===== config.mk =====
export PLATFORM = sky130hd
export DESIGN_NAME = dmc_ctrl
export DESIGN_NICKNAME = d
export VERILOG_FILES = /design/src/include/dmc_pkg.sv /design/src/dmc_ctrl.sv
export VERILOG_INCLUDE_DIRS = /design/src /design/src/include
export SDC_FILE = /design/constraint.sdc
export NUM_CORES = 1
export LEC_CHECK = 0
export ABC_AREA = 1
export BUFFER_PORTS_ARGS = -buffer_cell sky130_fd_sc_hd__buf_2
export CAP_MARGIN = 0
export CORE_MARGIN = 2
export CORE_UTILIZATION = 53
export DETAILED_ROUTE_END_ITERATION = 8
export PLACE_DENSITY_LB_ADDON = 0.05
export SLEW_MARGIN = 20
export SYNTH_ARGS = -nofsm -noshare
export SYNTH_HDL_FRONTEND = slang
export SYNTH_SLANG_ARGS = --single-unit

===== constraint.sdc =====
create_clock -name I_CLK -period 2.2 [get_ports I_CLK]
set_clock_uncertainty 0.1 [all_clocks]
set_input_delay 0.44 -clock I_CLK [delete_from_list [all_inputs] [get_ports I_CLK]]
set_output_delay 0.44 -clock I_CLK [all_outputs]
set_load 0.1 [all_outputs]

===== src/include/dmc_regs.svh =====
// Contract
// - 200us pause, then eight row-only cycles
// - counter use: eight column-before-row cycles instead
// - read keeps write strobe high after strobes
// - nibble cycles 40/60 ns, precharge 10 ns
// - refresh all 512 rows every 8.2 ms; code refreshes once per REF_INT_CYC+1 = 321 cycles, 8.2176 ms for 512 rows
// - counter verification procedure with 512 test cycles
// - allow 45 ns test access before sampling
`ifndef DMC_REGS_SVH
`define DMC_REGS_SVH
`define DMC_CLK_NS        50
`define DMC_PAUSE_US      200
`define DMC_PAUSE_CYC     ((`DMC_PAUSE_US * 1000 + `DMC_CLK_NS - 1) / `DMC_CLK_NS)
`define DMC_REF_US        8200
`define DMC_ROWS          512
`define DMC_REF_INT_CYC   ((`DMC_REF_US * 1000 / `DMC_ROWS) / `DMC_CLK_NS)
`define DMC_INIT_CYCLES   8
`define DMC_TEST_ACC_NS   45
`define DMC_TEST_ACC_CYC  ((`DMC_TEST_ACC_NS + `DMC_CLK_NS - 1) / `DMC_CLK_NS)
`define DMC_PHASE_CYC     3
`define DMC_PRE_CYC       2
`define DMC_CMD_READ      2'h0
`define DMC_CMD_WRITE     2'h1
`define DMC_CMD_RMW       2'h2
`define DMC_CMD_TEST      2'h3
`endif


===== src/include/dmc_pkg.sv =====
package dmc_pkg;
  typedef struct packed {
    logic [1:0]  cmd;
    logic [19:0] addr;
    logic        wdata;
  } dmc_req_t;
  typedef struct packed {
    logic ras_n;
    logic cas_n;
    logic we_n;
  } dmc_strobe_t;
  typedef enum logic [3:0] {
    ST_PAUSE   = 4'h0,
    ST_INIT    = 4'h1,
    ST_IDLE    = 4'h2,
    ST_ROW     = 4'h3,
    ST_COL     = 4'h4,
    ST_WRITE   = 4'h5,
    ST_PRE     = 4'h6,
    ST_REF_CAS = 4'h7,
    ST_REF_RAS = 4'h8,
    ST_TEST_UP = 4'h9,
    ST_TEST_DN = 4'hA
  } dmc_state_t;
endpackage


===== src/dmc_ctrl.sv =====
`timescale 1ns/1ps
`default_nettype none
`include "dmc_regs.svh"
module dmc_ctrl #(
  parameter int PAUSE_CYC   = `DMC_PAUSE_CYC,
  parameter int REF_INT_CYC = `DMC_REF_INT_CYC,
  parameter bit USE_CBR     = 1'b1
) (
  input  wire logic             I_CLK,
  input  wire logic             I_RESET_N,
  input  wire logic             i_req_valid,
  input  wire dmc_pkg::dmc_req_t i_req,
  input  wire logic             i_dout,
  output logic                  o_req_ready,
  output logic                  o_rd_valid,
  output logic                  o_rd_data,
  output logic                  o_init_done,
  output logic                  o_ras_n,
  output logic                  o_cas_n,
  output logic                  o_we_n,
  output logic [9:0]            o_addr,
  output logic                  o_din
);
  dmc_pkg::dmc_state_t state_ff;
  dmc_pkg::dmc_state_t nxt_state;
  dmc_pkg::dmc_req_t   req_ff;
  logic [15:0]         cnt_ff;
  logic [15:0]         ref_ff;
  logic [3:0]          init_ff;
  logic                ref_pend_ff;

  // row strobe low in these states
  function automatic logic ras_state(input dmc_pkg::dmc_state_t st);
    case (st)
      dmc_pkg::ST_ROW,
      dmc_pkg::ST_COL,
      dmc_pkg::ST_WRITE,
      dmc_pkg::ST_REF_RAS,
      dmc_pkg::ST_TEST_UP,
      dmc_pkg::ST_TEST_DN: ras_state = 1'b1;
      default:             ras_state = 1'b0;
    endcase
  endfunction

  // column strobe low; refresh drops it ahead of the row strobe
  function automatic logic cas_state(input dmc_pkg::dmc_state_t st);
    case (st)
      dmc_pkg::ST_COL,
      dmc_pkg::ST_WRITE,
      dmc_pkg::ST_REF_CAS,
      dmc_pkg::ST_REF_RAS,
      dmc_pkg::ST_TEST_DN: cas_state = 1'b1;
      default:             cas_state = 1'b0;
    endcase
  endfunction

  function automatic logic [9:0] row_of(input logic [19:0] a);
    row_of = a[19:10];
  endfunction

  function automatic logic [9:0] col_of(input logic [19:0] a);
    col_of = a[9:0];
  endfunction

  wire logic cnt_zero = (cnt_ff == 16'h0000);
  wire logic is_write = (req_ff.cmd == `DMC_CMD_WRITE);
  wire logic is_rmw   = (req_ff.cmd == `DMC_CMD_RMW);
  wire logic is_test  = (req_ff.cmd == `DMC_CMD_TEST);
  wire logic ref_due  = (ref_ff == 16'h0000);
  wire logic in_idle  = (state_ff == dmc_pkg::ST_IDLE);
  wire logic take     = o_req_ready & i_req_valid;
  wire logic take_req = in_idle & take & !ref_pend_ff;

  // next state: refresh outranks a waiting request
  always_comb begin
    nxt_state = state_ff;
    case (state_ff)
      dmc_pkg::ST_PAUSE:   if (cnt_zero) nxt_state = dmc_pkg::ST_INIT;
      dmc_pkg::ST_INIT:    if (cnt_zero) nxt_state = dmc_pkg::ST_IDLE;
      dmc_pkg::ST_IDLE: begin
        if (ref_pend_ff) nxt_state = dmc_pkg::ST_REF_CAS;
        else if (take && i_req.cmd == `DMC_CMD_TEST)
          nxt_state = dmc_pkg::ST_REF_CAS;
        else if (take) nxt_state = dmc_pkg::ST_ROW;
      end
      dmc_pkg::ST_ROW:     if (cnt_zero) nxt_state = dmc_pkg::ST_COL;
      dmc_pkg::ST_COL:     if (cnt_zero) nxt_state = is_rmw ?
                             dmc_pkg::ST_WRITE : dmc_pkg::ST_PRE;
      dmc_pkg::ST_WRITE:   if (cnt_zero) nxt_state = dmc_pkg::ST_PRE;
      dmc_pkg::ST_PRE:     if (cnt_zero) nxt_state = dmc_pkg::ST_IDLE;
      dmc_pkg::ST_REF_CAS: if (cnt_zero) nxt_state = dmc_pkg::ST_REF_RAS;
      // the test's own refresh also serves a pending one
      dmc_pkg::ST_REF_RAS: if (cnt_zero) nxt_state = is_test ?
                             dmc_pkg::ST_TEST_UP : dmc_pkg::ST_PRE;
      dmc_pkg::ST_TEST_UP: if (cnt_zero) nxt_state = dmc_pkg::ST_TEST_DN;
      dmc_pkg::ST_TEST_DN: if (cnt_zero) nxt_state = dmc_pkg::ST_WRITE;
      default:             nxt_state = dmc_pkg::ST_PAUSE;
    endcase
  end

  // dwell per state; test read waits the counter access time
  wire logic [15:0] dwell =
    (nxt_state == dmc_pkg::ST_INIT)    ? 16'(`DMC_PHASE_CYC * 2) :
    (nxt_state == dmc_pkg::ST_PRE)     ? 16'(`DMC_PRE_CYC) :
    (nxt_state == dmc_pkg::ST_TEST_DN) ?
      16'(`DMC_TEST_ACC_CYC + `DMC_PHASE_CYC) :
    16'(`DMC_PHASE_CYC);

  always_ff @(posedge I_CLK) begin
    if (!I_RESET_N) begin
      state_ff    <= dmc_pkg::ST_PAUSE;
      cnt_ff      <= 16'(PAUSE_CYC);
      init_ff     <= 4'h0;
      o_init_done <= 1'b0;
    end else begin
      state_ff <= nxt_state;
      if (nxt_state != state_ff)
        cnt_ff <= dwell;
      else if (!cnt_zero)
        cnt_ff <= cnt_ff - 16'h0001;
      // eight init cycles: row-only or column-before-row
      if (state_ff == dmc_pkg::ST_INIT && cnt_zero) begin
        init_ff <= init_ff + 4'h1;
        if (init_ff != 4'(`DMC_INIT_CYCLES - 1)) begin
          state_ff <= dmc_pkg::ST_INIT;
          cnt_ff   <= 16'(`DMC_PHASE_CYC * 2);
        end else
          o_init_done <= 1'b1;
      end
    end
  end

  always_ff @(posedge I_CLK) begin
    if (!I_RESET_N) begin
      ref_ff      <= 16'h0000;
      ref_pend_ff <= 1'b0;
    end else begin
      // one refresh slot per row interval covers 512 rows
      if (!o_init_done || ref_due)
        ref_ff <= 16'(REF_INT_CYC);
      else
        ref_ff <= ref_ff - 16'h0001;
      // a new interval wins over the clear
      if (ref_due && o_init_done)
        ref_pend_ff <= 1'b1;
      else if (state_ff == dmc_pkg::ST_REF_CAS)
        ref_pend_ff <= 1'b0;
    end
  end

  always_ff @(posedge I_CLK) begin
    if (!I_RESET_N) begin
      req_ff      <= '0;
      o_req_ready <= 1'b0;
    end else begin
      if (take_req)
        req_ff <= i_req;
      else if (in_idle && ref_pend_ff)
        req_ff.cmd <= `DMC_CMD_READ;
      // no offer while a refresh is due, so a taken request is never lost
      o_req_ready <= (nxt_state == dmc_pkg::ST_IDLE) && o_init_done &&
                     !take_req && !ref_due && !ref_pend_ff;
    end
  end

  // sample at end of column phase (access time already met)
  wire logic rd_sample = cnt_zero && !is_write &&
                         ((state_ff == dmc_pkg::ST_COL) ||
                          (state_ff == dmc_pkg::ST_TEST_DN));

  always_ff @(posedge I_CLK) begin
    if (!I_RESET_N) begin
      o_rd_valid <= 1'b0;
      o_rd_data  <= 1'b0;
    end else begin
      o_rd_valid <= 1'b0;
      if (rd_sample) begin
        o_rd_valid <= 1'b1;
        o_rd_data  <= i_dout;
      end
    end
  end

  // init: column strobe leads the row strobe by one cycle
  wire logic init_run = (nxt_state == dmc_pkg::ST_INIT) &&
                        (state_ff == dmc_pkg::ST_INIT);
  wire logic init_cas = init_run && (cnt_ff > 16'(`DMC_PHASE_CYC));
  wire logic init_ras = init_cas &&
                        (cnt_ff < 16'(`DMC_PHASE_CYC * 2));
  // row address settles a cycle before the row strobe falls
  wire logic row_wait = in_idle && (nxt_state == dmc_pkg::ST_ROW);
  // column goes out a cycle before the column strobe falls
  wire logic col_early = (state_ff == dmc_pkg::ST_ROW) &&
                         (cnt_ff == 16'h0001);
  wire logic nx_ras = (ras_state(nxt_state) && !row_wait) || init_ras;
  wire logic nx_cas = cas_state(nxt_state) ||
    (init_cas && USE_CBR);
  // early write for plain writes, late strobe for rmw/test
  wire logic nx_we = (is_write && ((nxt_state == dmc_pkg::ST_ROW) ||
    (nxt_state == dmc_pkg::ST_COL))) ||
    (nxt_state == dmc_pkg::ST_WRITE);
  wire logic [9:0] nx_addr =
    ((nxt_state == dmc_pkg::ST_ROW) && !col_early) ?
    row_of(req_ff.addr) : col_of(req_ff.addr);

  always_ff @(posedge I_CLK) begin
    if (!I_RESET_N) begin
      o_ras_n <= 1'b1;
      o_cas_n <= 1'b1;
      o_we_n  <= 1'b1;
      o_addr  <= 10'h000;
      o_din   <= 1'b0;
    end else begin
      o_ras_n <= !nx_ras;
      o_cas_n <= !nx_cas;
      o_we_n  <= !nx_we;
      o_addr  <= take_req ? row_of(i_req.addr) : nx_addr;
      // rmw and test write whatever bit the requester chose
      o_din   <= req_ff.wdata;
    end
  end
endmodule // dmc_ctrl
`default_nettype wire


==> impl_results.md <==
* Post-CTS Hold Fix Bufs at 0
* Drt wl/cell at 13.27 µm
* HPWL after DPL at 6.795 mm
* Share of flip-flops with an asynchronous set or reset at 0%
* CP max stage delay at 0.34 ns
* Vert. Die Dim at 91.32 µm
* R2R setup slack at 0.05 ns
* Crit-path leading delay family: simple AND/OR/NAND/NOR gates
* Synth top cells by count: nand2_1 (117), dfxtp_1 (82), nor2_1 (68)
* Status: finished clean
* Reg2reg start: cnt_ff[1]$_SDFF_PN0_
* Vias/cell at 5.082
* Critical path origin: cnt_ff[1]$_SDFF_PN0_
* DR vias at 3,837
* Sequential fraction of the synthesis area at 40.62%
* GP Congestion at 0.8849
* Min Tclk post-route at 2.153 ns
* Worst Path Arrival at 2.30 ns
* Fmax at 464.6 MHz
* Pleak at 0.002327 µW
* Count of final hold-check violations at 0
* RSZ-0062 raised after global routing: yes
* Initial core utilization at 55.13%
* CTS tree: yes
* Most frequent cell after synthesis: nand2_1
* Root buffer cell: clkbuf_8
* Final Hold Slack at 0.2126 ns
* Worst-margin pin slew at 0.4912 ns
* Critical Path Sink Type: flip-flop
* Reg2Reg Capture Point: o_addr[0]$_SDFF_PN0_
* Distinct cells, synth at 38
* Max_cap viols at 0
* Slew headroom at 67.48%
* DIE AREA at 8339 µm²
* CTS buffer count at 9
* Row count at 31
* Area of the mapped netlist at 4041 µm²
* GRT Total Usage at 23.10%
* Hold_sp: i_dout
* Final period util at 97.84%
* Clock sink total at 82
* Clock Latency Late Sink at 0.36 ns
* Syn_area_per_cell at 7.090 µm²
* Detailed Routing Iterations Pass 1 at 7
* H-tree levels at 3
* Largest net degree at the start of global routing at 43
* Clock buffer depth at 2
* Post-route core utilization at 69.21%
* Synth area leaders: dfxtp_1 (41%), nand2_1 (11%), a21oi_1 (6.3%)
* Crit path max-delay cell type: dfxtp_2
* Syn Nets at 602
* Cells after Synth at 570
* Data required time of the worst path at 2.35 ns
* Number of buffers and inverters on the critical path at 3
* Total stage count of the critical path at 16
* Layout Nets at 683
* Initial antenna violation count at 0
* Crit-path cells: inv_2 > ha_4 > nand2_4 > nor2_4 > nand3_2 > nand2_1 > nand2_1 > nand2_2 > nand2_4 > inv_4 > nand2_4 > nor2_4 > clkbuf_16 > nand3_2 > nand3_1 > a21oi_1
* Final Max Tran Viols at 0
* Die width at 91.32 µm
* Prevailing post-synth register cell: dfxtp_1
* DRT antenna net count at 0
* Area leader, netlist: dfxtp_1
* I/O Pins at 45
* Number of global-route vias before repair at 3,557
* Worst Hold Depth at 3
* Register bit total from synthesis at 82
* Crit Path Category: reg -> reg
* Total power at 2792 µW
* IO buf count at 44
* Worst R2R Path Depth at 16
* Residual DRC at 0
* Final Setup Violations at 0
* VDD IR max at 0.0006224 V
* CTS clock-pin slew for the worst setup and hold paths at 0.09 ns
* CP dominant cell by count: nand2_4
* Hold Path Class: in -> reg
* Hold EP: o_rd_data$_SDFFE_PN0P_
* Share of cells above drive strength 1 at 31.55%
* Max FO, Critical Path at 5
* Area growth syn-to-layout at 25.54%
* ANT cells at 0
* Overall routed net length at 10.02 mm
* Synth warnings at 0
* Post-synth EDFFs at 0
* Core area at 7331 µm²
* Fin Setup TNS at 0 ns
* Yosys top cell area share at 40.62%
* Crit start category: flip-flop
* Total gr overflow at 0
* PD cells at 550.2 nW/µm²
* First-pass GRT wire length at 15.51 mm
* Initial drt markers at 220
## worst reg2reg max path, delay by kind of cell (launching register included)
family | cells | cell delay [ns]
adder cells (fa/ha/maj) | 1 | 0.15
AND/OR/NAND/NOR | 11 | 1.05
buffers and inverters | 3 | 0.34
AO/OA/AOI/OAI | 1 | 0.06
flip-flops | 1 | 0.34
## repair_timing
item,CTS,global route
gates resized for setup,3,74
gates cloned,0,3
buffers inserted,0,9
pin swaps,0,26
setup endpoints to repair,3,31
## state kept, by name (all words and copies together) (netlist names), 4 cells and up
signal and flops:
o_addr 10, state_ff 4, init_ff 4, ref_ff 16, req_ff 23, cnt_ff 16
## how the worst max path moves through the flow
stage	to	slack, ns
finish	o_addr[0]$_SDFF_PN0_	0.05
global route	o_addr[0]$_SDFF_PN0_	-0.1
CTS	cnt_ff[15]$_SDFF_PN0_	0.02
detailed placement	cnt_ff[15]$_SDFF_PN0_	0.0004
global placement	cnt_ff[3]$_SDFF_PN0_	0.05
floorplan	o_addr[0]$_SDFF_PN0_	0.07
## power by group
| group | internal (µW) | leakage, µW | switching [µW] |
|---|---|---|---|
| logic | 101 | 0.00157 | 119 |
| registers | 1500 | 0.000666 | 21.8 |
| clock network | 452 | 0.0000908 | 594 |
| total | 2060 | 0.00233 | 735 |
## final cells by class
cell class / instances / area [µm²]
fillers: 635 / 2257
multi-input cells: 399 / 2245
flip-flops and latches: 82 / 1660
repair buffers: 85 / 575.6
inverters: 74 / 282.8
clock buffers: 10 / 137.6
well taps: 99 / 123.9
clock inverters: 6 / 48.80
## stage by stage
| step | cells | cell area [µm²] | setup slack (ns) |
|---|---|---|---|
| floorplan | 570 | 4043 | 0.07382 |
| global placement | 727 | 4552 | 0.04552 |
| detailed placement | 727 | 4552 | 0.0003826 |
| CTS | 743 | 4752 | 0.01633 |
| global route | 755 | 5074 | -0.09696 |
| finish | 755 | 5074 | 0.04742 |
## kinds of logic (layout without fill, tap and decap cells)
family	after synthesis	after routing	synth area share [%]
AND/OR/NAND/NOR	286	287	33.78
AO/OA/AOI/OAI	95	95	12.45
buffers and inverters	90	175	9.009
flip-flops	82	82	40.62
XOR/XNOR	12	12	2.601
adder cells (fa/ha/maj)	5	5	1.548
## cell usage in the layout, fill, tap and decap left out, types with 6 or more instances in the layout
| master | netlist | final |
|---|---|---|
| nand3_2 | 12 | 14 |
| nor2_2 | 10 | 12 |
| inv_1 | 65 | 62 |
| nand2_4 | 3 | 9 |
| inv_2 | 6 | 9 |
| nor3_1 | 10 | 8 |
| nand2_1 | 117 | 103 |
| nor2_1 | 68 | 58 |
| buf_2 | 2 | 45 |
| o21ai_1 | 2 | 6 |
| nand2_2 | 12 | 21 |
| buf_4 | 0 | 35 |
| xor2_1 | 9 | 9 |
| dfxtp_2 | 0 | 9 |
| nand3_1 | 28 | 25 |
| clkbuf_8 | 0 | 10 |
| nor2_4 | 4 | 12 |
| a21oi_1 | 51 | 47 |
| nand4_1 | 9 | 9 |
| o21ai_0 | 33 | 28 |
| dfxtp_1 | 82 | 71 |
## metal layers
metal  vias to the layer above  share of wire, %  wire, µm  global-route usage, %
li1                       1988                 -         -                      -
met1                      1751                43      4346                  27.30
met2                        85                50      5053                  41.17
met3                        13               4.7       471                  5.477
met4                         0               1.5       146                  7.323
met5                         -                 0         0                      0
Note: power is estimated with default switching activity, not from simulation.
